**config.mk**
```make
export PLATFORM = sky130hd
export DESIGN_NAME = fcp_host
export DESIGN_NICKNAME = d
export VERILOG_FILES = /design/src/hdl/fcp_pkg.sv /design/src/hdl/fcp_host.sv /design/src/hdl/fcp_buf2.sv
export VERILOG_INCLUDE_DIRS = /design/src /design/src/hdl
export SDC_FILE = /design/constraint.sdc
export NUM_CORES = 1
export LEC_CHECK = 0
export BUFFER_PORTS_ARGS = -buffer_cell sky130_fd_sc_hd__buf_2
export CORE_MARGIN = 10
export CORE_UTILIZATION = 39
export CTS_CLUSTER_DIAMETER = 120
export DETAILED_ROUTE_END_ITERATION = 12
export PLACE_DENSITY = 0.68
export SYNTH_ARGS = -nofsm -noshare
export SYNTH_HDL_FRONTEND = slang
export SYNTH_SLANG_ARGS = --single-unit
```
**constraint.sdc**
```tcl
create_clock -name sys_clk_i -period 7.62 [get_ports sys_clk_i]
set_input_delay 1.524 -clock sys_clk_i [delete_from_list [all_inputs] [get_ports sys_clk_i]]
set_output_delay 1.524 -clock sys_clk_i [all_outputs]
set_load 0.01 [all_outputs]
```
**src/hdl/fcp_map.svh**
```systemverilog
/*
 Constants of the flash command host: command codes, unlock addresses,
 field positions and timing counts. Assumes a 50 MHz host clock.
*/
`ifndef FCP_MAP_SVH
`define FCP_MAP_SVH

// ==========================================================
// Unlock and command codes
`define FCP_UNLOCK_ADDR1 20'h05555
`define FCP_UNLOCK_ADDR2 20'h02aaa
`define FCP_UNLOCK_DATA1 8'haa
`define FCP_UNLOCK_DATA2 8'h55
`define FCP_CMD_RESET 8'hf0
`define FCP_CMD_ID 8'h90
`define FCP_CMD_PROGRAM 8'ha0
`define FCP_CMD_PROT_SETUP 8'h60
`define FCP_CMD_PROTECT 8'h20
`define FCP_CMD_UNPROTECT 8'h40
`define FCP_CMD_VERIFY 8'h90
`define FCP_CMD_ABORT 8'he0
`define FCP_CMD_STATUS 8'h70
`define FCP_HIGH_BYTE 8'h00
`define FCP_STEPS_LONG 3'h6
`define FCP_STEPS_SHORT 3'h3

// ==========================================================
// Field positions and sizes
`define FCP_SECT_LSB 15
`define FCP_PAGE_LSB 6
`define FCP_PAGE_WORDS 7'h40
`define FCP_DONE_BIT 7
`define FCP_SECT_LOW 5'h00
`define FCP_SECT_HIGH 5'h1f

// ==========================================================
// Timing
`define FCP_CLK_MHZ 50
`define FCP_WR_PULSE_NS 100
`define FCP_RD_ACCESS_NS 120
`define FCP_LOAD_GAP_US 30
`define FCP_PRG_START_US 100
`define FCP_WR_PULSE_CYC ((`FCP_WR_PULSE_NS * `FCP_CLK_MHZ + 999) / 1000)
`define FCP_RD_ACCESS_CYC ((`FCP_RD_ACCESS_NS * `FCP_CLK_MHZ + 999) / 1000)
`define FCP_LOAD_GAP_CYC (`FCP_LOAD_GAP_US * `FCP_CLK_MHZ)
`define FCP_PRG_START_CYC (`FCP_PRG_START_US * `FCP_CLK_MHZ)

`endif

```
**src/hdl/fcp_pkg.sv**
```systemverilog
/*
 Types of the flash command host: operations and controller states.
 Assumes nothing of its surroundings.
*/
package fcp_pkg;

   // ==========================================================
   // Operations
   typedef enum logic [3:0] {
      FCP_OP_READ,
      FCP_OP_RESET,
      FCP_OP_ID,
      FCP_OP_PROTECT,
      FCP_OP_UNPROTECT,
      FCP_OP_VERIFY,
      FCP_OP_ABORT,
      FCP_OP_PROGRAM,
      FCP_OP_STATUS
   } fcp_op_t;

   // ==========================================================
   // Controller states
   typedef enum logic [3:0] {
      ST_IDLE,
      ST_WSET,
      ST_WLOW,
      ST_WREC,
      ST_LOAD,
      ST_PWAIT,
      ST_RSET,
      ST_RLOW,
      ST_DONE
   } fcp_state_t;

endpackage : fcp_pkg

```
**src/hdl/fcp_host.sv**
```systemverilog
/*
 Host that runs flash command, read and page-load cycles on the pins.
 Assumes pins synchronous to sys_clk_i and a pad steered by dq_oe_o.
*/
// Functional notes
// Protect/unprotect: six writes, final 20H/40H
// Verify: unlock, 90H, read sector code
// Unlock addresses use bits 0 to 14
// Only low data byte carries commands
// Sector chosen by address bits 15-19
// Protection only for lowest or highest sector
// Address captured at chip select fall
// Identification code chosen by address bit 0
// Leave identification mode by read/reset
// Device powers up in read array
// After read/reset, reads return array data
// Outputs driven only when both selects low
// Read/reset ignored while programming
// Program prefix: AAH, 55H, A0H
// No load without full program prefix
// Data captured at chip select rise
// Page holds at most 64 words
// Unloaded words stay erased
// Next load within 30us of rise
// Page bits fixed, words any order
// Programming starts 100us after last load
// Completion on status bit seven
// Only status reads while sequencer busy
// Abort: unlock then E0H
`include "fcp_map.svh"

module fcp_host #(
   parameter int PRG_START_CYC = `FCP_PRG_START_CYC,
   parameter int POLL_MAX = 50000
) (
   // Clock and reset
   input wire logic sys_clk_i,
   input wire logic sys_rst_i,
   // Command port
   input wire logic cmd_valid_i,
   input wire fcp_pkg::fcp_op_t cmd_op_i,
   input wire logic [19:0] cmd_addr_i,
   output logic cmd_ready_o,
   output logic done_o,
   output logic err_o,
   output logic [15:0] rd_data_o,
   // Page word stream
   input wire logic wr_valid_i,
   input wire logic [5:0] wr_off_i,
   input wire logic [15:0] wr_data_i,
   output logic wr_ready_o,
   // Flash pins
   output logic ce_n_o,
   output logic oe_n_o,
   output logic [19:0] addr_o,
   output logic [15:0] dq_o,
   output logic dq_oe_o,
   input wire logic [15:0] dq_i
);

   fcp_pkg::fcp_state_t state_ff, nxt_state;
   fcp_pkg::fcp_op_t op_ff, nxt_op;
   logic [2:0] step_ff, nxt_step;
   logic [15:0] cnt_ff, nxt_cnt;
   logic [15:0] gap_ff, nxt_gap;
   logic [15:0] poll_ff, nxt_poll;
   logic [19:0] arg_ff, nxt_arg;
   logic [6:0] word_cnt_ff, nxt_word_cnt;
   logic loading_ff, nxt_loading;
   logic polling_ff, nxt_polling;
   logic ce_n_ff, nxt_ce_n;
   logic oe_n_ff, nxt_oe_n;
   logic [19:0] addr_ff, nxt_addr;
   logic [15:0] dq_ff, nxt_dq;
   logic dq_oe_ff, nxt_dq_oe;
   logic ready_ff, nxt_ready;
   logic done_ff, nxt_done;
   logic err_ff, nxt_err;
   logic [15:0] rdata_ff, nxt_rdata;
   logic buf_valid, buf_pop;
   logic [21:0] buf_data;
   logic [27:0] seq;
   logic [2:0] last_step;

   // ==========================================================
   // Word buffer
   fcp_buf2 #(.W(22)) u_buf (
      .sys_clk_i(sys_clk_i),
      .sys_rst_i(sys_rst_i),
      .in_valid_i(wr_valid_i),
      .in_data_i({wr_off_i, wr_data_i}),
      .in_ready_o(wr_ready_o),
      .out_valid_o(buf_valid),
      .out_data_o(buf_data),
      .out_ready_i(buf_pop)
   );

   // ==========================================================
   // Command sequence table
   function automatic logic [7:0] third_code(fcp_pkg::fcp_op_t op);
      case (op)
         fcp_pkg::FCP_OP_ID: third_code = `FCP_CMD_ID;
         fcp_pkg::FCP_OP_PROTECT: third_code = `FCP_CMD_PROT_SETUP;
         fcp_pkg::FCP_OP_UNPROTECT: third_code = `FCP_CMD_PROT_SETUP;
         fcp_pkg::FCP_OP_VERIFY: third_code = `FCP_CMD_VERIFY;
         fcp_pkg::FCP_OP_ABORT: third_code = `FCP_CMD_ABORT;
         fcp_pkg::FCP_OP_PROGRAM: third_code = `FCP_CMD_PROGRAM;
         fcp_pkg::FCP_OP_STATUS: third_code = `FCP_CMD_STATUS;
         default: third_code = `FCP_CMD_RESET;
      endcase
   endfunction : third_code

   function automatic logic [27:0] seq_word(fcp_pkg::fcp_op_t op,
                                            logic [2:0] step,
                                            logic [19:0] arg);
      logic [7:0] fin;
      fin = (op == fcp_pkg::FCP_OP_PROTECT) ? `FCP_CMD_PROTECT
                                            : `FCP_CMD_UNPROTECT;
      case (step)
         3'h0: seq_word = {`FCP_UNLOCK_ADDR1, `FCP_UNLOCK_DATA1};
         3'h1: seq_word = {`FCP_UNLOCK_ADDR2, `FCP_UNLOCK_DATA2};
         3'h2: seq_word = {`FCP_UNLOCK_ADDR1, third_code(op)};
         3'h3: seq_word = {`FCP_UNLOCK_ADDR1, `FCP_UNLOCK_DATA1};
         3'h4: seq_word = {`FCP_UNLOCK_ADDR2, `FCP_UNLOCK_DATA2};
         default: seq_word = {arg[19:`FCP_SECT_LSB], 15'h0000, fin};
      endcase
   endfunction : seq_word

   // ==========================================================
   // Sequencer next values
   always_comb
   begin
      nxt_state = state_ff;
      nxt_op = op_ff;
      nxt_step = step_ff;
      nxt_cnt = cnt_ff;
      nxt_gap = gap_ff;
      nxt_poll = poll_ff;
      nxt_arg = arg_ff;
      nxt_word_cnt = word_cnt_ff;
      nxt_loading = loading_ff;
      nxt_polling = polling_ff;
      nxt_ce_n = ce_n_ff;
      nxt_oe_n = oe_n_ff;
      nxt_addr = addr_ff;
      nxt_dq = dq_ff;
      nxt_dq_oe = dq_oe_ff;
      nxt_ready = ready_ff;
      nxt_done = 1'b0;
      nxt_err = err_ff;
      nxt_rdata = rdata_ff;
      buf_pop = 1'b0;
      last_step = (op_ff == fcp_pkg::FCP_OP_PROTECT ||
                   op_ff == fcp_pkg::FCP_OP_UNPROTECT) ? `FCP_STEPS_LONG
                                                       : `FCP_STEPS_SHORT;
      seq = seq_word(op_ff, step_ff + 3'h1, arg_ff);
      case (state_ff)
         fcp_pkg::ST_IDLE:
         begin
            if (cmd_valid_i && ready_ff)
            begin
               nxt_op = cmd_op_i;
               nxt_arg = cmd_addr_i;
               nxt_ready = 1'b0;
               nxt_err = 1'b0;
               nxt_step = 3'h0;
               nxt_loading = 1'b0;
               nxt_polling = 1'b0;
               nxt_word_cnt = 7'h00;
               seq = seq_word(cmd_op_i, 3'h0, cmd_addr_i);
               if (cmd_op_i == fcp_pkg::FCP_OP_READ)
               begin
                  nxt_addr = cmd_addr_i;
                  nxt_state = fcp_pkg::ST_RSET;
               end
               else if ((cmd_op_i == fcp_pkg::FCP_OP_PROTECT ||
                         cmd_op_i == fcp_pkg::FCP_OP_UNPROTECT) &&
                        cmd_addr_i[19:15] != `FCP_SECT_LOW &&
                        cmd_addr_i[19:15] != `FCP_SECT_HIGH)
               begin
                  nxt_err = 1'b1;
                  nxt_state = fcp_pkg::ST_DONE;
               end
               else
               begin
                  nxt_addr = seq[27:8];
                  nxt_dq = {`FCP_HIGH_BYTE, seq[7:0]};
                  nxt_dq_oe = 1'b1;
                  nxt_state = fcp_pkg::ST_WSET;
               end
            end
         end
         fcp_pkg::ST_WSET:
         begin
            nxt_ce_n = 1'b0;
            nxt_cnt = 16'h0000;
            nxt_state = fcp_pkg::ST_WLOW;
         end
         fcp_pkg::ST_WLOW:
         begin
            if (cnt_ff == 16'(`FCP_WR_PULSE_CYC - 1))
            begin
               nxt_ce_n = 1'b1;
               nxt_state = fcp_pkg::ST_WREC;
            end
            else
               nxt_cnt = cnt_ff + 16'h0001;
         end
         fcp_pkg::ST_WREC:
         begin
            // Data held through the rising edge, released after unless another command write follows
            nxt_dq_oe = 1'b0;
            if (loading_ff)
            begin
               nxt_gap = 16'h0001;
               nxt_word_cnt = word_cnt_ff + 7'h01;
               nxt_state = fcp_pkg::ST_LOAD;
            end
            else if (step_ff + 3'h1 == last_step)
            begin
               case (op_ff)
                  fcp_pkg::FCP_OP_PROGRAM:
                  begin
                     nxt_loading = 1'b1;
                     nxt_gap = 16'h0000;
                     nxt_state = fcp_pkg::ST_LOAD;
                  end
                  fcp_pkg::FCP_OP_RESET:
                  begin
                     nxt_addr = arg_ff;
                     nxt_state = fcp_pkg::ST_RSET;
                  end
                  fcp_pkg::FCP_OP_ID:
                  begin
                     nxt_addr = {18'h00000, 1'b0, arg_ff[0]};
                     nxt_state = fcp_pkg::ST_RSET;
                  end
                  fcp_pkg::FCP_OP_VERIFY:
                  begin
                     nxt_addr = {arg_ff[19:15], 13'h0000, 2'h2};
                     nxt_state = fcp_pkg::ST_RSET;
                  end
                  fcp_pkg::FCP_OP_STATUS:
                  begin
                     nxt_addr = 20'h00000;
                     nxt_state = fcp_pkg::ST_RSET;
                  end
                  default: nxt_state = fcp_pkg::ST_DONE;
               endcase
            end
            else
            begin
               nxt_step = step_ff + 3'h1;
               nxt_addr = seq[27:8];
               nxt_dq = {`FCP_HIGH_BYTE, seq[7:0]};
               nxt_dq_oe = 1'b1;
               nxt_state = fcp_pkg::ST_WSET;
            end
         end
         fcp_pkg::ST_LOAD:
         begin
            if (gap_ff != 16'hffff)
               nxt_gap = gap_ff + 16'h0001;
            if (word_cnt_ff == `FCP_PAGE_WORDS)
            begin
               nxt_loading = 1'b0;
               nxt_cnt = 16'h0000;
               nxt_state = fcp_pkg::ST_PWAIT;
            end
            else if (buf_valid &&
                     gap_ff < 16'(`FCP_LOAD_GAP_CYC - 2))
            begin
               buf_pop = 1'b1;
               nxt_addr = {arg_ff[19:`FCP_PAGE_LSB], buf_data[21:16]};
               nxt_dq = buf_data[15:0];
               nxt_dq_oe = 1'b1;
               nxt_state = fcp_pkg::ST_WSET;
            end
            else if (gap_ff >= 16'(`FCP_LOAD_GAP_CYC - 2))
            begin
               nxt_loading = 1'b0;
               nxt_cnt = 16'h0000;
               nxt_state = fcp_pkg::ST_PWAIT;
            end
         end
         fcp_pkg::ST_PWAIT:
         begin
            if (cnt_ff == 16'(PRG_START_CYC - 1))
            begin
               nxt_polling = 1'b1;
               nxt_poll = 16'h0000;
               nxt_addr = 20'h00000;
               nxt_state = fcp_pkg::ST_RSET;
            end
            else
               nxt_cnt = cnt_ff + 16'h0001;
         end
         fcp_pkg::ST_RSET:
         begin
            nxt_ce_n = 1'b0;
            nxt_oe_n = 1'b0;
            nxt_cnt = 16'h0000;
            nxt_state = fcp_pkg::ST_RLOW;
         end
         fcp_pkg::ST_RLOW:
         begin
            if (cnt_ff == 16'(`FCP_RD_ACCESS_CYC - 1))
            begin
               nxt_rdata = dq_i;
               nxt_ce_n = 1'b1;
               nxt_oe_n = 1'b1;
               nxt_state = fcp_pkg::ST_DONE;
               if (polling_ff && !dq_i[`FCP_DONE_BIT])
               begin
                  if (poll_ff == 16'(POLL_MAX - 1))
                     nxt_err = 1'b1;
                  else
                  begin
                     nxt_poll = poll_ff + 16'h0001;
                     nxt_state = fcp_pkg::ST_RSET;
                  end
               end
            end
            else
               nxt_cnt = cnt_ff + 16'h0001;
         end
         fcp_pkg::ST_DONE:
         begin
            nxt_done = 1'b1;
            nxt_ready = 1'b1;
            nxt_polling = 1'b0;
            nxt_state = fcp_pkg::ST_IDLE;
         end
         default: nxt_state = fcp_pkg::ST_IDLE;
      endcase
   end

   // ==========================================================
   // Sequencer registers
   always_ff @(posedge sys_clk_i or posedge sys_rst_i)
   begin
      if (sys_rst_i)
      begin
         state_ff <= fcp_pkg::ST_IDLE;
         op_ff <= fcp_pkg::FCP_OP_READ;
         step_ff <= 3'h0;
         cnt_ff <= 16'h0000;
         gap_ff <= 16'h0000;
         poll_ff <= 16'h0000;
         arg_ff <= 20'h00000;
         word_cnt_ff <= 7'h00;
         loading_ff <= 1'b0;
         polling_ff <= 1'b0;
         ce_n_ff <= 1'b1;
         oe_n_ff <= 1'b1;
         addr_ff <= 20'h00000;
         dq_ff <= 16'h0000;
         dq_oe_ff <= 1'b0;
         ready_ff <= 1'b1;
         done_ff <= 1'b0;
         err_ff <= 1'b0;
         rdata_ff <= 16'h0000;
      end
      else
      begin
         state_ff <= nxt_state;
         op_ff <= nxt_op;
         step_ff <= nxt_step;
         cnt_ff <= nxt_cnt;
         gap_ff <= nxt_gap;
         poll_ff <= nxt_poll;
         arg_ff <= nxt_arg;
         word_cnt_ff <= nxt_word_cnt;
         loading_ff <= nxt_loading;
         polling_ff <= nxt_polling;
         ce_n_ff <= nxt_ce_n;
         oe_n_ff <= nxt_oe_n;
         addr_ff <= nxt_addr;
         dq_ff <= nxt_dq;
         dq_oe_ff <= nxt_dq_oe;
         ready_ff <= nxt_ready;
         done_ff <= nxt_done;
         err_ff <= nxt_err;
         rdata_ff <= nxt_rdata;
      end
   end

   assign cmd_ready_o = ready_ff;
   assign done_o = done_ff;
   assign err_o = err_ff;
   assign rd_data_o = rdata_ff;
   assign ce_n_o = ce_n_ff;
   assign oe_n_o = oe_n_ff;
   assign addr_o = addr_ff;
   assign dq_o = dq_ff;
   assign dq_oe_o = dq_oe_ff;
endmodule : fcp_host

```
**src/hdl/fcp_buf2.sv**
```systemverilog
/*
 Two-entry buffer with valid and ready on both sides.
 Assumes one clock and an asynchronous active-high reset.
*/
module fcp_buf2 #(
   parameter int W = 22
) (
   // Clock and reset
   input wire logic sys_clk_i,
   input wire logic sys_rst_i,
   // Fill side
   input wire logic in_valid_i,
   input wire logic [W-1:0] in_data_i,
   output logic in_ready_o,
   // Drain side
   output logic out_valid_o,
   output logic [W-1:0] out_data_o,
   input wire logic out_ready_i
);

   logic [W-1:0] mem_ff [2];
   logic [W-1:0] nxt_mem [2];
   logic wptr_ff, nxt_wptr;
   logic rptr_ff, nxt_rptr;
   logic [1:0] cnt_ff, nxt_cnt;
   logic room_ff, nxt_room;
   logic push, pop;

   // ==========================================================
   // Next values
   always_comb
   begin
      push = in_valid_i && room_ff;
      pop = out_ready_i && (cnt_ff != 2'h0);
      nxt_wptr = push ? ~wptr_ff : wptr_ff;
      nxt_rptr = pop ? ~rptr_ff : rptr_ff;
      nxt_cnt = cnt_ff + {1'b0, push} - {1'b0, pop};
      nxt_room = (nxt_cnt != 2'h2);
   end

   genvar gi;
   generate
      for (gi = 0; gi < 2; gi++)
      begin : g_entry
         always_comb
         begin
            nxt_mem[gi] = (push && (wptr_ff == 1'(gi))) ? in_data_i
                                                       : mem_ff[gi];
         end
         always_ff @(posedge sys_clk_i or posedge sys_rst_i)
         begin
            if (sys_rst_i)
               mem_ff[gi] <= '0;
            else
               mem_ff[gi] <= nxt_mem[gi];
         end
      end
   endgenerate

   // ==========================================================
   // Pointers and fill level
   always_ff @(posedge sys_clk_i or posedge sys_rst_i)
   begin
      if (sys_rst_i)
      begin
         wptr_ff <= 1'b0;
         rptr_ff <= 1'b0;
         cnt_ff <= 2'h0;
         room_ff <= 1'b1;
      end
      else
      begin
         wptr_ff <= nxt_wptr;
         rptr_ff <= nxt_rptr;
         cnt_ff <= nxt_cnt;
         room_ff <= nxt_room;
      end
   end

   assign in_ready_o = room_ff;
   assign out_valid_o = (cnt_ff != 2'h0);
   assign out_data_o = mem_ff[rptr_ff];

endmodule : fcp_buf2

```
==> metrics.csv <==
metric,value,unit
run_status,"finished, final reports clean",
rsz0062_at_grt,no,
gp_congestion,0.8334,
p_leak,5.183,nW
antenna_found_initial,2,
setup_slack,4.021,ns
power_frac_comb,40.1,%
reg2reg_from,state_ff[3],
synth_fp_nets,1064,
hold_path.class,flop to flop,
synth_edf_count,0,
port_buffers,124,
final.setup_skew,0.01844,ns
avgSynthCellArea,10.32,sq um
seq_power_share,38.7,%
wl,25440,microns
cts.sinks,195,
max-slew-margin-rel,23.75,%
rows,58,
via_count,7862,
fin_nets,1169,
io_pins,125,
ys_seq_area_share,48.15,%
drc,0,
grt_use_total,15.49,%
design_area,11690,sq um
vias_per_cell,5.490,
startpoint_type,primary input,
ir_drop,0.1727,mV
grt-ovfl-total,0,
switchingPower,1.748,mW
fin_crit,3.599,ns
drive_gt1_share,24.25,%
intPower,2.599,mW
cts_buffers,17,
cts_tree,yes,
grt_pass1_wl,42660,microns
firstDrtPassIters,5,
finalSetupTns,0,ns
critPathMaxFanout,17,
r2r_end,u_buf.in_ready_o,
r2r_cells,9,
worstPathArrival,3.93,ns
synth_cell_types,81,
startpoint,cmd_op_i[0],
drtIter0Drc,659,
grt_max_degree,117,
max_cap_violations,0,
cts.repair.resized,0,
die_x,181.3,microns
power_density,371.9,nW/um^2
reg2reg_slack,4.32,ns
area_growth,15.22,%
cp_data_required_time,7.95,ns
multi_input_comb_area,4930,sq um
core-area,25400,sq um
synth-async-reset-ratio,100.0,%
die_h,181.3,microns
fill_cells,2374,
grt_pass1_vias,7936,
period_share,47.23,%
start_util,39.94,%
path_clk_slew,0.08,ns
cts_root_buf,clkbuf_16,
clock_path_buffers,2,
syn-cell-area,10140,sq um
drtAntennaViolNets,0,
yosys_warnings,0,
cts_hold_buf,0,
htreeDepth,4,
endpoint,dq_o[5],
ys.flop_type,dfrtp_1,
hpwl,17930,microns
postCtsSetupRepairBufs,0,
place_area,11070,sq um
path_class,primary input to flop,
dieArea,32860,sq um
netlist_instances,983,
maxSlewViolCount,0,
timing.hold.ws,0.4720,ns
setup_viol,0,
ys_ff_latch,195,
fmax,0.2778,GHz
seq_area,4885,sq um
hold_viol_final,0,
p_sw_share,40.20,%
insertion_delay,0.45,ns
post-place-ws,3.598,ns
tightest_slew,1.144,ns
wl_per_cell,17.77,microns
setup.worst_path.end_class,flop,
p_clk_share,21.2,%
-- metal layers --
| layer | up-vias | track usage, % | share of wire (%) |
|---|---|---|---|
| met1 | 3870 | 21.52 | 48 |
| met4 | 2 | 3.222 | 0.83 |
| met2 | 204 | 23.37 | 45 |
| met5 | - | 0 | 0.051 |
| met3 | 18 | 4.496 | 6.6 |
| li1 | 3768 | - | - |
-- final cells by class --
cell class	count	share of cell area, %
clock buffers	17	3.639
diodes	1	0.02141
repair buffers	133	5.887
inverters	40	1.349
well taps	330	3.532
clock inverters	15	1.606
flip-flops and latches	195	41.79
multi-input cells	701	42.18
-- worst max-delay path: stages --
cell      delay, ns
buf_2          0.12
nor4_1         0.85
a211oi_1       0.23
o21ai_1        0.31
and2b_1        0.46
mux2_1         0.43
-- cell usage after synthesis (8+ instances only) --
| cell type | n | area, sq um |
|---|---|---|
| nand4_1 | 10 | 62.56 |
| clkbuf_1 | 29 | 108.9 |
| mux2i_1 | 25 | 250.2 |
| xnor2_1 | 30 | 262.8 |
| and2_1 | 12 | 75.07 |
| a22o_1 | 11 | 96.34 |
| nor2_1 | 71 | 266.5 |
| mux2_2 | 79 | 889.6 |
| and3_1 | 11 | 68.82 |
| dfrtp_1 | 191 | 4780 |
| inv_1 | 40 | 150.1 |
| xor2_1 | 13 | 113.9 |
| o21ai_1 | 16 | 80.08 |
| ha_1 | 15 | 187.7 |
| nand3_1 | 36 | 180.2 |
| nor4_1 | 17 | 106.4 |
| nand2b_1 | 8 | 50.05 |
| o31ai_1 | 17 | 127.6 |
| nand2_1 | 124 | 465.5 |
| nor3_1 | 16 | 80.08 |
| a21oi_1 | 22 | 110.1 |
| a21o_1 | 8 | 60.06 |
| o21ai_0 | 22 | 110.1 |
| mux2_1 | 8 | 90.09 |
-- sequential cells by signal, indices dropped and copies added (netlist names), 2 cells and up --
register      flops
cnt_ff           16
rd_data_o        16
dq_o             16
state_ff          4
op_ff             4
step_ff           3
addr_o           20
u_buf.cnt_ff      2
gap_ff           16
u_buf.mem_ff     44
poll_ff          16
word_cnt_ff       7
arg_ff           20
-- per-stage QoR --
stage / utilization [%] / instances / power, mW
3_3_place_gp: 43.60 / 1399 / 3.385
6_report: 46.02 / 1432 / 4.347
4_1_cts: 46.01 / 1431 / 4.375
2_1_floorplan: - / 983 / 2.936
3_5_place_dp: 43.60 / 1399 / 3.440
5_1_grt: 46.02 / 1432 / 4.663
-- worst min path at each step --
stage,start,end,slack (ns),depth (start not counted)
floorplan,arg_ff[2],arg_ff[2],0.45,2
global placement,u_buf.rptr_ff,u_buf.rptr_ff,0.46,1
detailed placement,u_buf.rptr_ff,u_buf.rptr_ff,0.46,1
CTS,u_buf.rptr_ff,u_buf.rptr_ff,0.47,1
global route,u_buf.rptr_ff,u_buf.rptr_ff,0.50,1
finish,u_buf.rptr_ff,u_buf.rptr_ff,0.47,1
-- kinds of logic after synthesis --
logic type,synth area share [%]
compound gates,12.62
xor+xnor,3.712
fa+ha+maj,1.850
buf+inv,3.552
flops,48.15
mux,12.12
simple gates,17.99
-- power groups by stage --
| stage | registers [mW] | clock network (mW) | logic, mW |
|---|---|---|---|
| 6_report | 1.68 | 0.921 | 1.74 |
| 3_5_place_dp | 1.69 | 0 | 1.75 |
| 5_1_grt | 1.74 | 0.987 | 1.94 |
| 2_1_floorplan | 1.63 | 0 | 1.31 |
| 4_1_cts | 1.68 | 0.942 | 1.76 |
| 3_3_place_gp | 1.68 | 0 | 1.71 |
-- cells in the final DEF, fill, tap and decap left out, types with 6 or more instances in the layout --
master       n
dfrtp_1    191
nand2_1    124
buf_2      124
mux2_2      79
nor2_1      71
inv_1       39
nand3_1     36
xnor2_1     30
mux2i_1     25
a21oi_1     22
o21ai_0     22
o31ai_1     17
clkbuf_16   17
nor4_1      16
nor3_1      16
o21ai_1     16
ha_1        15
xor2_1      13
and2_1      12
and3_1      11
a22o_1      11
nand4_1     10
buf_4        9
a21o_1       8
nand2b_1     8
mux2_1       8
nor3b_1      7
and4_1       7
a211oi_1     7
nor4b_1      6
a311o_1      6
o221ai_1     6
clkinv_8     6
Note: power is estimated with default switching activity, not from simulation.
